## config.mk

```make
export PLATFORM = sky130hd
export DESIGN_NAME = dacs_seq
export DESIGN_NICKNAME = d
export VERILOG_FILES = /design/src/common/dacs_pkg.sv /design/src/common/dacs_res_if.sv /design/src/hw/dacs_seq.sv /design/src/hw/dacs_shifter.sv
export SDC_FILE = /design/constraint.sdc
export NUM_CORES = 1
export LEC_CHECK = 0
export BUFFER_PORTS_ARGS = -buffer_cell sky130_fd_sc_hd__buf_2
export CAP_MARGIN = 0
export CELL_PAD_IN_SITES_DETAIL_PLACEMENT = 1
export CELL_PAD_IN_SITES_GLOBAL_PLACEMENT = 1
export CORE_ASPECT_RATIO = 1.75
export CORE_MARGIN = 2
export CORE_UTILIZATION = 42
export CTS_CLUSTER_SIZE = 16
export DETAILED_ROUTE_END_ITERATION = 10
export MAX_ROUTING_LAYER = met4
export PLACE_DENSITY = 0.76
export SYNTH_ARGS = -nofsm -noshare
export SYNTH_HDL_FRONTEND = slang
export SYNTH_SLANG_ARGS = --single-unit
```

## constraint.sdc

```tcl
create_clock -name pclk -period 2.4 [get_ports pclk]
set_input_delay 0.24 -clock pclk [delete_from_list [all_inputs] [get_ports pclk]]
set_output_delay 0.24 -clock pclk [all_outputs]
set_load 0.05 [all_outputs]
```

## src/common/dacs_pkg.sv

```systemverilog
// Constants, register map and encodings of the dual converter channel sequencer.
// Assumes a 32-bit APB master and a single clock domain on pclk.
//
// Contract
// - Pair-select zero converts input pair zero on both converters simultaneously.
// - Pair-select one routes input pair one to both converters simultaneously.
// - Sequence-enable bit zero disables sequencing; one enables it.
// - While sequencing, the pair-select bit is ignored for pair choice.
// - Sequencing begins with pair zero, then advances to pair one; a frame fall in the first enabled cycle makes the next frame pair zero too.
// - After pair one, sequencer returns to pair zero and repeats forever.
// - Averaging enabled only with mode bit one and nonzero ratio code.
// - Averaging disabled when mode bit and ratio field are written zero.
// - Conversion starts on the falling edge of active-low frame select.
// - Results are presented most significant bit first, straight binary.
package dacs_pkg;
   // ==========================================================
   // Register map (byte addresses)
   // ==========================================================
   localparam logic [11:0] DACS_SETUP_ADDR = 12'h000;
   localparam logic [11:0] DACS_STATUS_ADDR = 12'h004;
   localparam logic [11:0] DACS_RESULT_ADDR = 12'h008;
   localparam logic [11:0] DACS_CONV_CNT_ADDR = 12'h00c;
   // ==========================================================
   // Primary setup register fields
   // ==========================================================
   localparam int DACS_RATIO_LSB = 0;
   localparam int DACS_RATIO_W = 3;
   localparam int DACS_MODE_BIT = 3;
   localparam int DACS_SEQ_BIT = 4;
   localparam int DACS_PAIR_BIT = 5;
   localparam int DACS_SETUP_W = 6;
   localparam logic [5:0] DACS_SETUP_RST = 6'h00;
   localparam logic [2:0] DACS_RATIO_OFF = 3'h0;
   // Status register fields.
   localparam int DACS_ST_PAIR_BIT = 0;
   localparam int DACS_ST_AVG_BIT = 1;
   localparam int DACS_ST_BUSY_BIT = 2;
   localparam int DACS_SAMPLE_W = 16;
   localparam logic [31:0] DACS_SLAVE_ERR_DATA = 32'h00000000;
   typedef enum logic [1:0] {
      DACS_IDLE = 2'b00,
      DACS_SHIFT = 2'b01,
      DACS_DONE = 2'b10
   } dacs_state_t;
endpackage

```

## src/common/dacs_res_if.sv

```systemverilog
// Result path between the sequencer and the result shifter.
// Assumes both ends run on pclk.
`timescale 1ns/1ns
`default_nettype none
interface dacs_res_if;
   logic start;
   logic [31:0] word;
   logic busy;
   logic sdo_a;
   logic sdo_b;
   logic [31:0] result;
   modport ctl (output start, output word, input busy, input sdo_a, input sdo_b, input result);
   modport shf (input start, input word, output busy, output sdo_a, output sdo_b, output result);
endinterface
`default_nettype wire

```

## src/hw/dacs_seq.sv

```systemverilog
// Channel selection, sequencer and averaging enable with an APB register file.
// Assumes APB3 master on pclk; frame select and converter data are synchronous inputs.
`timescale 1ns/1ns
`default_nettype none
module dacs_seq
   import dacs_pkg::*;
#(
   parameter int SAMPLE_W = DACS_SAMPLE_W
)
(
   input wire logic pclk,
   input wire logic presetn,
   input wire logic psel,
   input wire logic penable,
   input wire logic pwrite,
   input wire logic [11:0] paddr,
   input wire logic [31:0] pwdata,
   output logic [31:0] prdata,
   output logic pready,
   output logic pslverr,
   input wire logic frame_sel_n,
   input wire logic [SAMPLE_W-1:0] conv_a_data,
   input wire logic [SAMPLE_W-1:0] conv_b_data,
   output logic pair_sel_out,
   output logic conv_start,
   output logic avg_enable,
   output logic sdo_a,
   output logic sdo_b
);
   // ==========================================================
   // Register file
   // ==========================================================
   logic [DACS_SETUP_W-1:0] setup_r;
   logic [31:0] conv_cnt_r;
   logic [31:0] prdata_r;
   logic pslverr_r;
   logic frame_sel_d_r;
   logic seq_pos_r;
   logic seq_en_d_r;
   logic pair_r;
   logic start_r;
   logic wr_en;
   logic addr_ok;
   logic fs_fall;
   logic seq_en;
   logic pair_now;
   dacs_res_if res ();

   assign wr_en = psel && penable && pwrite;
   assign addr_ok = (paddr == DACS_SETUP_ADDR) || (paddr == DACS_STATUS_ADDR) ||
                    (paddr == DACS_RESULT_ADDR) || (paddr == DACS_CONV_CNT_ADDR);
   assign pready = 1'b1;
   assign prdata = prdata_r;
   assign pslverr = pslverr_r;

   always_ff @(posedge pclk or negedge presetn)
   begin
      if (!presetn)
         setup_r <= DACS_SETUP_RST;
      else if (wr_en && (paddr == DACS_SETUP_ADDR))
         setup_r <= pwdata[DACS_SETUP_W-1:0];
   end

   // Read data is registered at the setup-phase edge, so it is valid during the access phase;
   // pready is always high, so the master takes it from the register one edge later.
   always_ff @(posedge pclk or negedge presetn)
   begin
      if (!presetn)
      begin
         prdata_r <= 32'h00000000;
         pslverr_r <= 1'b0;
      end
      else if (psel && !penable)
      begin
         pslverr_r <= !addr_ok;
         case (paddr)
            DACS_SETUP_ADDR: prdata_r <= {{(32-DACS_SETUP_W){1'b0}}, setup_r};
            DACS_STATUS_ADDR:
            begin
               prdata_r <= 32'h00000000;
               prdata_r[DACS_ST_PAIR_BIT] <= pair_r;
               prdata_r[DACS_ST_AVG_BIT] <= avg_enable;
               prdata_r[DACS_ST_BUSY_BIT] <= res.busy;
            end
            DACS_RESULT_ADDR: prdata_r <= res.result;
            DACS_CONV_CNT_ADDR: prdata_r <= conv_cnt_r;
            default: prdata_r <= DACS_SLAVE_ERR_DATA;
         endcase
      end
   end

   // ==========================================================
   // Conversion start and pair selection
   // ==========================================================
   assign fs_fall = frame_sel_d_r && !frame_sel_n;
   assign seq_en = setup_r[DACS_SEQ_BIT];
   // Manual mode follows the pair-select bit; the sequencer overrides it.
   assign pair_now = seq_en ? seq_pos_r : setup_r[DACS_PAIR_BIT];

   // Averaging only with mode set and a nonzero ratio; otherwise off.
   assign avg_enable = setup_r[DACS_MODE_BIT] &&
      (setup_r[DACS_RATIO_LSB +: DACS_RATIO_W] != DACS_RATIO_OFF);

   always_ff @(posedge pclk or negedge presetn)
   begin
      if (!presetn)
         frame_sel_d_r <= 1'b1;
      else
         frame_sel_d_r <= frame_sel_n;
   end

   // Sequence position restarts at pair zero whenever sequencing is switched on.
   always_ff @(posedge pclk or negedge presetn)
   begin
      if (!presetn)
      begin
         seq_pos_r <= 1'b0;
         seq_en_d_r <= 1'b0;
      end
      else
      begin
         seq_en_d_r <= seq_en;
         if (!seq_en || !seq_en_d_r)
            seq_pos_r <= 1'b0;
         else if (fs_fall)
            seq_pos_r <= ~seq_pos_r;
      end
   end

   // The pair in use is latched on the start edge so the mux holds through the conversion.
   always_ff @(posedge pclk or negedge presetn)
   begin
      if (!presetn)
      begin
         pair_r <= 1'b0;
         start_r <= 1'b0;
         conv_cnt_r <= 32'h00000000;
      end
      else
      begin
         start_r <= fs_fall;
         if (fs_fall)
         begin
            pair_r <= pair_now;
            conv_cnt_r <= conv_cnt_r + 32'h00000001;
         end
      end
   end

   assign pair_sel_out = pair_r;
   assign conv_start = start_r;

   // ==========================================================
   // Result output
   // ==========================================================
   assign res.start = start_r;
   assign res.word = {conv_a_data, conv_b_data};
   assign sdo_a = res.sdo_a;
   assign sdo_b = res.sdo_b;

   dacs_shifter #(.SAMPLE_W(SAMPLE_W)) u_shifter (
      .pclk(pclk),
      .presetn(presetn),
      .res(res)
   );
endmodule
`default_nettype wire

```

## src/hw/dacs_shifter.sv

```systemverilog
// Shifts a pair of conversion results out serially, most significant bit first.
// Assumes start is a one-cycle pulse and word holds both results (A high, B low).
`timescale 1ns/1ns
`default_nettype none
module dacs_shifter
   import dacs_pkg::*;
#(
   parameter int SAMPLE_W = DACS_SAMPLE_W
)
(
   input wire logic pclk,
   input wire logic presetn,
   dacs_res_if.shf res
);
   dacs_state_t state_r;
   logic [SAMPLE_W-1:0] sh_a_r;
   logic [SAMPLE_W-1:0] sh_b_r;
   logic [$clog2(SAMPLE_W+1)-1:0] cnt_r;
   logic [31:0] result_r;

   assign res.busy = (state_r != DACS_IDLE);
   // Straight binary, first bit out is the top bit.
   assign res.sdo_a = sh_a_r[SAMPLE_W-1];
   assign res.sdo_b = sh_b_r[SAMPLE_W-1];
   assign res.result = result_r;

   always_ff @(posedge pclk or negedge presetn)
   begin
      if (!presetn)
      begin
         state_r <= DACS_IDLE;
         sh_a_r <= '0;
         sh_b_r <= '0;
         cnt_r <= '0;
         result_r <= 32'h00000000;
      end
      else
      begin
         case (state_r)
            DACS_IDLE:
            begin
               if (res.start)
               begin
                  sh_a_r <= res.word[2*SAMPLE_W-1:SAMPLE_W];
                  sh_b_r <= res.word[SAMPLE_W-1:0];
                  result_r <= res.word;
                  cnt_r <= '0;
                  state_r <= DACS_SHIFT;
               end
            end
            DACS_SHIFT:
            begin
               sh_a_r <= {sh_a_r[SAMPLE_W-2:0], 1'b0};
               sh_b_r <= {sh_b_r[SAMPLE_W-2:0], 1'b0};
               cnt_r <= cnt_r + 1'b1;
               if (cnt_r == ($clog2(SAMPLE_W+1))'(SAMPLE_W - 1))
                  state_r <= DACS_DONE;
            end
            DACS_DONE:
               state_r <= DACS_IDLE;
            default:
               state_r <= DACS_IDLE;
         endcase
      end
   end
endmodule
`default_nettype wire

```

# Yosys cells after proc, flatten, opt, wreduce, memory -nomap -nowiden
# Index checks and enable logic that the tools add are counted.
# op_classes
n_bitwise,1
add_sub_neg,2
eq_ne,7
n_lt_le_gt_ge,0
div_mod_pow,0
mul,0
shifts,0
n_mux,13
n_reduce_logical,24
# op_table
cell,count
case mux 32 bit (4 select lines),1
case mux 16 bit (2 select lines),2
adder 32 x 1 -> 32 bit (second input constant),1
2-to-1 mux 16 bit,2
== test 12 x 4 -> 1 bit (second input constant),2
== test 12 x 3 -> 1 bit (second input constant),1
zero test 12 bit,1
case mux 5 bit (2 select lines),1
logical AND 1 bit,6
AND reduction 2 bit,3
nonzero test 2 bit,3
adder 5 x 1 -> 5 bit (second input constant),1
== test 5 x 4 -> 1 bit (second input constant),1
zero test 1 bit,5
2-to-1 mux 5 bit,1
logical OR 1 bit,4
2-to-1 mux 2 bit,2
case mux 2 bit (2 select lines),1
2-to-1 mux 1 bit,3
nonzero test 3 bit,1
== test 2 x 1 -> 1 bit (second input constant),1
zero test 2 bit,1
!= test 2 x 1 -> 1 bit (second input constant),1
!= test 2 bit (second input constant),1
inverter 1 bit,1
# totals
latchBits,0
mem_bits_rw,0
reg_bits,147
wordCells,61
rom_bits,0
n_memories,0

# Longest topological paths before layout
# Gate-level depths: netlist (run 1).
# logic_depth
depth_word,5
ltp_mapped,7
ltp_nobuf,6

# By module
# From an unflattened synthesis (run 1), not the netlist that was laid out.
# hier_totals
hier_cells,554
hier_area_um2,6421.2
# modules_own_cells
module,cells_per_inst,n_inst,area_per_inst_um2
dacs_seq,320,1,3553.4
dacs_shifter,234,1,2867.8

# Worst setup path after synthesis (run 1)
# No wires, ideal clock.
# synth_timing
kind,register -> register
start,reg conv_cnt_r[0]
end,reg conv_cnt_r[30]
period_less_slack_ps,1883
stages_incl_launch_ff,8
setup_ps,80
slack_ps,517
required_time_ps,2320
path_buffers,1
arrival_ps,1803
cell_sequence,dfrtp_1 > ha_1 > nand4b_1 > or3_1 > buf_6 > or3_4 > nor2_2 > xnor2_1
# synth_between
elab_chain_cells,1
# synth_lines
element,line_no,text
from (decl),dacs_seq.sv:34,logic [31:0] conv_cnt_r;
from (signal assigned),dacs_seq.sv:145,conv_cnt_r <= conv_cnt_r + 32'h00000001;
adder 32 x 1 -> 32 bit,dacs_seq.sv:145,
# No other way between the ends.
# A chain may end at the register's enable or synchronous reset.

# Worst setup path in the final report (run 1)
# layout_timing
start,in frame_sel_n
end,reg conv_cnt_r[25]
# layout_between
elab_chain_cells,2
# layout_lines
element,line_no,text
from (decl),dacs_seq.sv:21,"input wire logic frame_sel_n,"
zero test 1 bit,dacs_seq.sv:95,assign fs_fall = frame_sel_d_r && !frame_sel_n;
logical AND 1 bit,dacs_seq.sv:95,
# No other way between the ends.

==> flow_summary.toml, run 1 <==
[timing]
setup_violations = 0
timing.fmax_mhz = 440
slew_headroom_pct = 51.1
hold_viol = 0
fin_worst_skew_ns = 0.0108
worst_slack_ns = 0.126
maxSlewViolCount = 0
rsz0062_at_grt = "false"
min_period_ns = 2.27
fin_crit_sh_pct = 94.8
worst_pin_slew_ns = 0.727
finalSetupTns_ns = 0

[cts]
htreeDepth = 4
cts.sinks = 147
clk_latency_ns = 0.42
clk_path_buf_depth = 2
cts.clk_slew.worst_paths_ns = 0.06
numCtsBuffers = 17
cts-root-buf = "clkbuf_16"
cts_tree = "built"

[yosys]
avgSynthCellArea_um2 = 10.1
synth_largest_area_cell = "dfrtp_1"
syn-cell-area_mm2 = 0.00631
synth.most_common_cell = "nand2_1"
ys_top_cells_by_count = "213 x nand2_1, 146 x dfrtp_1, 55 x a22oi_1"
synth_top_family_by_area = "simple AND/OR/NAND/NOR gates"
ys_warn_count = 0
ys_types = 44
synthXorXnorAreaFrac_pct = 4.68
synthCells = 627
ys_ff_latch = 147
synth_top_area_share_pct = 57.9
synthArstFlopShare_pct = 100
synthAdderAreaFrac_pct = 0.595
yosys-top-cells-area = "dfrtp_1 58%, nand2_1 13%, a22oi_1 6.5%"
syn_nets = 712
seq_area_frac_synth_pct = 58.4
ys.flop_type = "dfrtp_1"
synth_edf_count = 0
muxShareOfSynthArea_pct = 2.94
yosys.area_share.simple_pct = 20.0
synth_compound_area_share_pct = 10.6

[global_routing]
grt_pass1_vias = 5734
grt_pass1_wl_um = 30400
antenna_found_initial = 0
grtUsageTotal_pct = 24.6
grt_max_degree = 69
grt-ovfl-total = 0

[critical_path]
cp.arrival_ns = 2.60
r2r_end = "conv_cnt_r[24]$_DFFE_PN0P_"
cp_cell_sequence = "dlygate4sd3_1 -> buf_2 -> nand3b_1 -> nor4_4 -> or4b_1 -> nor2_2 -> xnor2_1"
path_class = "in2reg"
timing.rr.start = "conv_cnt_r[0]$_DFFE_PN0P_"
crit_fanout = 5
cp.required_ns = 2.73
end_kind = "register"
rrSetupSlack_ns = 0.16
slowest_stage = "or4b_1"
critPathMaxStageDelay_ns = 0.69
reg2reg_depth = 6
startpoint_type = "input port"

[finish]
multi_input_area_mm2 = 0.00246
areaGrowthSynthToFinish_pct = 22.4
fillCellCount = 1684
layout-drive-gt1-share_pct = 23.0
fin_nets = 806
fin_area_mm2 = 0.00772
regArea_mm2 = 0.00368
postLayoutCoreUtil_pct = 52.3
diodes = 0

[route]
detail-route-antenna-nets = 0
dr.pass1.iters = 4
vias = 5036
routed_via_density = 5.49
wl_per_cell_um = 20.0
drc = 0
drt_iter0_drc = 205
drt-total-wl_um = 18300

[pwr]
p_per_area_mw_per_mm2 = 1040
peakVddDrop_mv = 0.590
power.leakage_nw = 3.81

[floorplanning]
die_area_mm2 = 0.0160
ios = 121
fp.dieW_um = 96.6
core-area_mm2 = 0.0148
die-height_um = 166
start_util_pct = 42.7
core.rowCount = 59

[worst_hold_path]
holdPathEnd = "u_shifter.res.result[26]$_DFFE_PN0P_"
hold_path_class = "in2reg"
whs_path_depth = 3
hp-start = "conv_a_data[10]"

[status]
status = "complete, no violations"

[place]
placed_area_mm2 = 0.00700
dp_hpwl_um = 12300
gp_congestion = 0.852
pre_cts_ws_ns = 0.216
portBuffers = 93

[flow_run]
maxCapViolCount = 0
critical path: cells and delay by family:
family,cells,cell delay (ns)
xor+xnor,1,0.14
simple gates,4,1.50
buf+inv,2,0.71
flip-flops by register name, summed over array words and instances (netlist names):
register,count
setup_r,6
seq_en_d_r,1
conv_start,1
pair_sel_out,1
frame_sel_d_r,1
u_shifter.sh_b_r,16
conv_cnt_r,32
pslverr,1
u_shifter.state_r,2
u_shifter.res.result,32
prdata,32
u_shifter.sh_a_r,16
u_shifter.cnt_r,5
seq_pos_r,1
where the power goes:
group | switching [mW] | internal (mW) | total, mW
combinational | 0.915 | 0.507 | 1.42
clock | 1.06 | 2.04 | 3.10
sequential | 0.451 | 3.03 | 3.48
layout make-up:
class | count | area share [%]
clock buffer | 20 | 6.05
inverter | 6 | 0.292
clock inverter | 12 | 2.93
tap | 183 | 2.97
multi-input combinational | 439 | 31.9
timing repair buffer | 110 | 8.16
sequential | 147 | 47.7
per-stage QoR:
| step | hold slack, ns | total power [mW] | std cells |
|---|---|---|---|
| 3_3_place_gp | 0.279 | 4.74 | 883 |
| 3_5_place_dp | 0.292 | 4.87 | 883 |
| 2_1_floorplan | -0.0556 | 4.25 | 627 |
| 4_1_cts | 0.0219 | 8.06 | 917 |
| 6_report | 0.0342 | 8.00 | 917 |
| 5_1_grt | 0.0413 | 8.39 | 917 |
cell families (layout without fill, tap and decap cells):
family | count (synthesis) | in the layout
compound gates | 103 | 103
xor+xnor | 32 | 32
fa+ha+maj | 3 | 3
buf+inv | 41 | 148
flops | 147 | 147
mux | 15 | 15
other cells | 1 | 1
simple gates | 285 | 285
metal layers:
metal / track usage [%] / share of wire [%]
met3: 4.55 / 3.2
met1: 25.7 / 36
met4: 9.49 / 3.1
met5: - / 0
met2: 45.2 / 57
timing repair:
item | 4_1_cts | 5_1_grt
hold buffers | 2 | 0
hold endpoints to repair | 66 | 0
resized for setup | 0 | 0
endpoints found under the setup margin | 0 | 1
buffers inserted | 0 | 0
placed cells by master, fill, tap and decap left out, types with 4 or more instances in the layout:
master | Yosys | final
a22oi_1 | 55 | 55
and3_1 | 4 | 4
buf_2 | 1 | 92
buf_4 | 1 | 13
bufinv_16 | 0 | 6
clkbuf_16 | 0 | 17
dfrtp_1 | 146 | 146
inv_1 | 6 | 6
mux2_2 | 8 | 8
mux2i_1 | 5 | 5
nand2_1 | 213 | 213
nand3_1 | 9 | 9
nand4_1 | 8 | 8
nor2_1 | 20 | 19
nor2_2 | 4 | 4
nor4_1 | 5 | 5
o21ai_0 | 39 | 39
xnor2_1 | 21 | 21
xor2_1 | 9 | 9
how the worst max path moves through the flow:
stage / to / startpoint / slack (ns) / cells after the start
floorplan: conv_cnt_r[30]$_DFFE_PN0P_ / conv_cnt_r[0]$_DFFE_PN0P_ / 0.52 / 7
global placement: conv_cnt_r[24]$_DFFE_PN0P_ / conv_cnt_r[0]$_DFFE_PN0P_ / 0.25 / 6
detailed placement: conv_cnt_r[24]$_DFFE_PN0P_ / conv_cnt_r[0]$_DFFE_PN0P_ / 0.22 / 6
CTS: conv_cnt_r[25]$_DFFE_PN0P_ / frame_sel_n / 0.12 / 7
global route: conv_cnt_r[24]$_DFFE_PN0P_ / conv_cnt_r[0]$_DFFE_PN0P_ / 0.01 / 6
finish: conv_cnt_r[25]$_DFFE_PN0P_ / frame_sel_n / 0.13 / 7
Power figures use the tool's default switching activity.
==> inputs of run 2 (changes only) <==
Settings changed: CORE_MARGIN 2 to 5.
==> run 2 against run 1 <==
  * Register-to-register slack improved by 0.02 ns
  * Clock power shrank 11%
  * Die area grew 10%
  * Routed wire length down 3.1%
  * Clock-buffer cell count increased by 2
  * Worst setup slack lost 0.011 ns
  * Utilization down 1.0 points
  * Power down 5.5%
  * Cell count shrank 0.33%
==> flow_summary.toml, run 2 (same netlist as run 1, synthesis figures left out) <==
[flow_run]
maxCapViolCount = 0

[pwr]
p_per_area_mw_per_mm2 = 995
total_power_mw = 7.56
power.leakage_nw = 3.76
peakVddDrop_mv = 0.538

[timing]
finalSetupTns_ns = 0
timing.fmax_mhz = 438
hold_viol = 0
worst_hold_slack_ns = 0.0276
maxSlewViolCount = 0
slew_headroom_pct = 54.9
fin_worst_skew_ns = 0.00727
worst_pin_slew_ns = 0.676
min_period_ns = 2.29
rsz0062_at_grt = "false"
setup_violations = 0
fin_crit_sh_pct = 95.2

[cts]
numCtsBuffers = 17
clk_path_buf_depth = 2
cts.clk_slew.worst_paths_ns = 0.06
cts.repair.resized = 0
holdBufCountCts = 2
cts.sinks = 147
htreeDepth = 4
cts_tree = "built"
clk_latency_ns = 0.42
cts-root-buf = "clkbuf_16"
cts_setup_buffers = 0

[critical_path]
startpoint_type = "input port"
crit_fanout = 5
rrSetupSlack_ns = 0.18
cp.required_ns = 2.74
end_kind = "register"
crit_start = "frame_sel_n"
cp.arrival_ns = 2.63
path_class = "in2reg"
timing.rr.start = "frame_sel_d_r$_DFF_PN1_"

[place]
gp_congestion = 0.831
dp_cells = 881
portBuffers = 93
dp_hpwl_um = 12300
placed_area_mm2 = 0.00697

[worst_hold_path]
hold_path_class = "in2reg"
hp-start = "conv_b_data[1]"

[finish]
areaGrowthSynthToFinish_pct = 20.6
fillCellCount = 1676
regArea_mm2 = 0.00368
multi_input_area_mm2 = 0.00246
fin_nets = 804
final_cells = 914
layout_common_cells = "213 x nand2_1, 146 x dfrtp_1, 92 x buf_2, 55 x a22oi_1, 39 x o21ai_0"
fin_area_mm2 = 0.00760
layout-drive-gt1-share_pct = 22.5
final_common_cell = "nand2_1"

[route]
routed_via_density = 5.47
drc = 0
dr.pass1.iters = 4
drt-total-wl_um = 17700
vias = 4998
detail-route-antenna-nets = 0
wl_per_cell_um = 19.4
drt_iter0_drc = 181

[floorplanning]
die_area_mm2 = 0.0177
die-height_um = 172
core.rowCount = 59
core-area_mm2 = 0.0148
start_util_pct = 42.5
fp.dieW_um = 103
ios = 121

[global_routing]
use_met2_pct = 39.9
grt-ovfl-total = 0
antenna_found_initial = 1
grt_pass1_wl_um = 29000
met1_usage_pct = 23.2
grtUsageTotal_pct = 22.1
grt_pass1_vias = 5603
busiest_layer = "met2"
use_met3_pct = 4.24
grt_max_degree = 67

[status]
status = "complete, no violations"
run 2: path summary, 6_finish.rpt:
check | end | cells past startpoint
setup reg to reg | conv_cnt_r[25]$_DFFE_PN0P_ | 5
hold / removal | u_shifter.res.result[1]$_DFFE_PN0P_ | 3
max in group asynchronous | conv_cnt_r[31]$_DFFE_PN0P_ | 3
hold reg to reg | u_shifter.sh_b_r[14]$_DFFE_PN0P_ | 2
setup / recovery | conv_cnt_r[25]$_DFFE_PN0P_ | 7
min in group asynchronous | u_shifter.sh_b_r[5]$_DFFE_PN0P_ | 2
run 2: final cells by class:
| class | count | share of cell area [%] |
|---|---|---|
| Timing Repair Buffer | 108 | 7.92 |
| Antenna cell | 1 | 0.0329 |
| Clock inverter | 8 | 1.65 |
| Tap cell | 183 | 3.01 |
| Inverter | 6 | 0.296 |
| Sequential cell | 147 | 48.4 |
| Clock buffer | 22 | 6.37 |
| Multi-Input combinational cell | 439 | 32.3 |
run 2: metrics by stage:
stage	utilization [%]	worst slack [ns]
floorplan	-	0.517
global placement	47.0	0.278
detailed placement	47.0	0.176
CTS	51.2	0.111
global route	51.2	0.0527
finish	51.2	0.115
run 2: power breakdown:
| group | total (mW) | switching (mW) | internal, mW |
|---|---|---|---|
| clock network | 2.76 | 1.02 | 1.74 |
| registers | 3.47 | 0.439 | 3.03 |
| logic | 1.33 | 0.852 | 0.483 |
run 2: per-layer routing:
metal / routed length (µm) / up-vias
li1: - / 2292
met1: 6530 / 2548
met2: 10000 / 110
met3: 637 / 48
met4: 584 / 0
met5: 0 / -
run 2: worst max-delay path, stage by stage:
cell           delay, ns
dlygate4sd3_1       0.56
buf_2               0.15
nand3b_1            0.24
nor4_4              0.39
or4b_1              0.70
nor2_2              0.21
xnor2_1             0.13
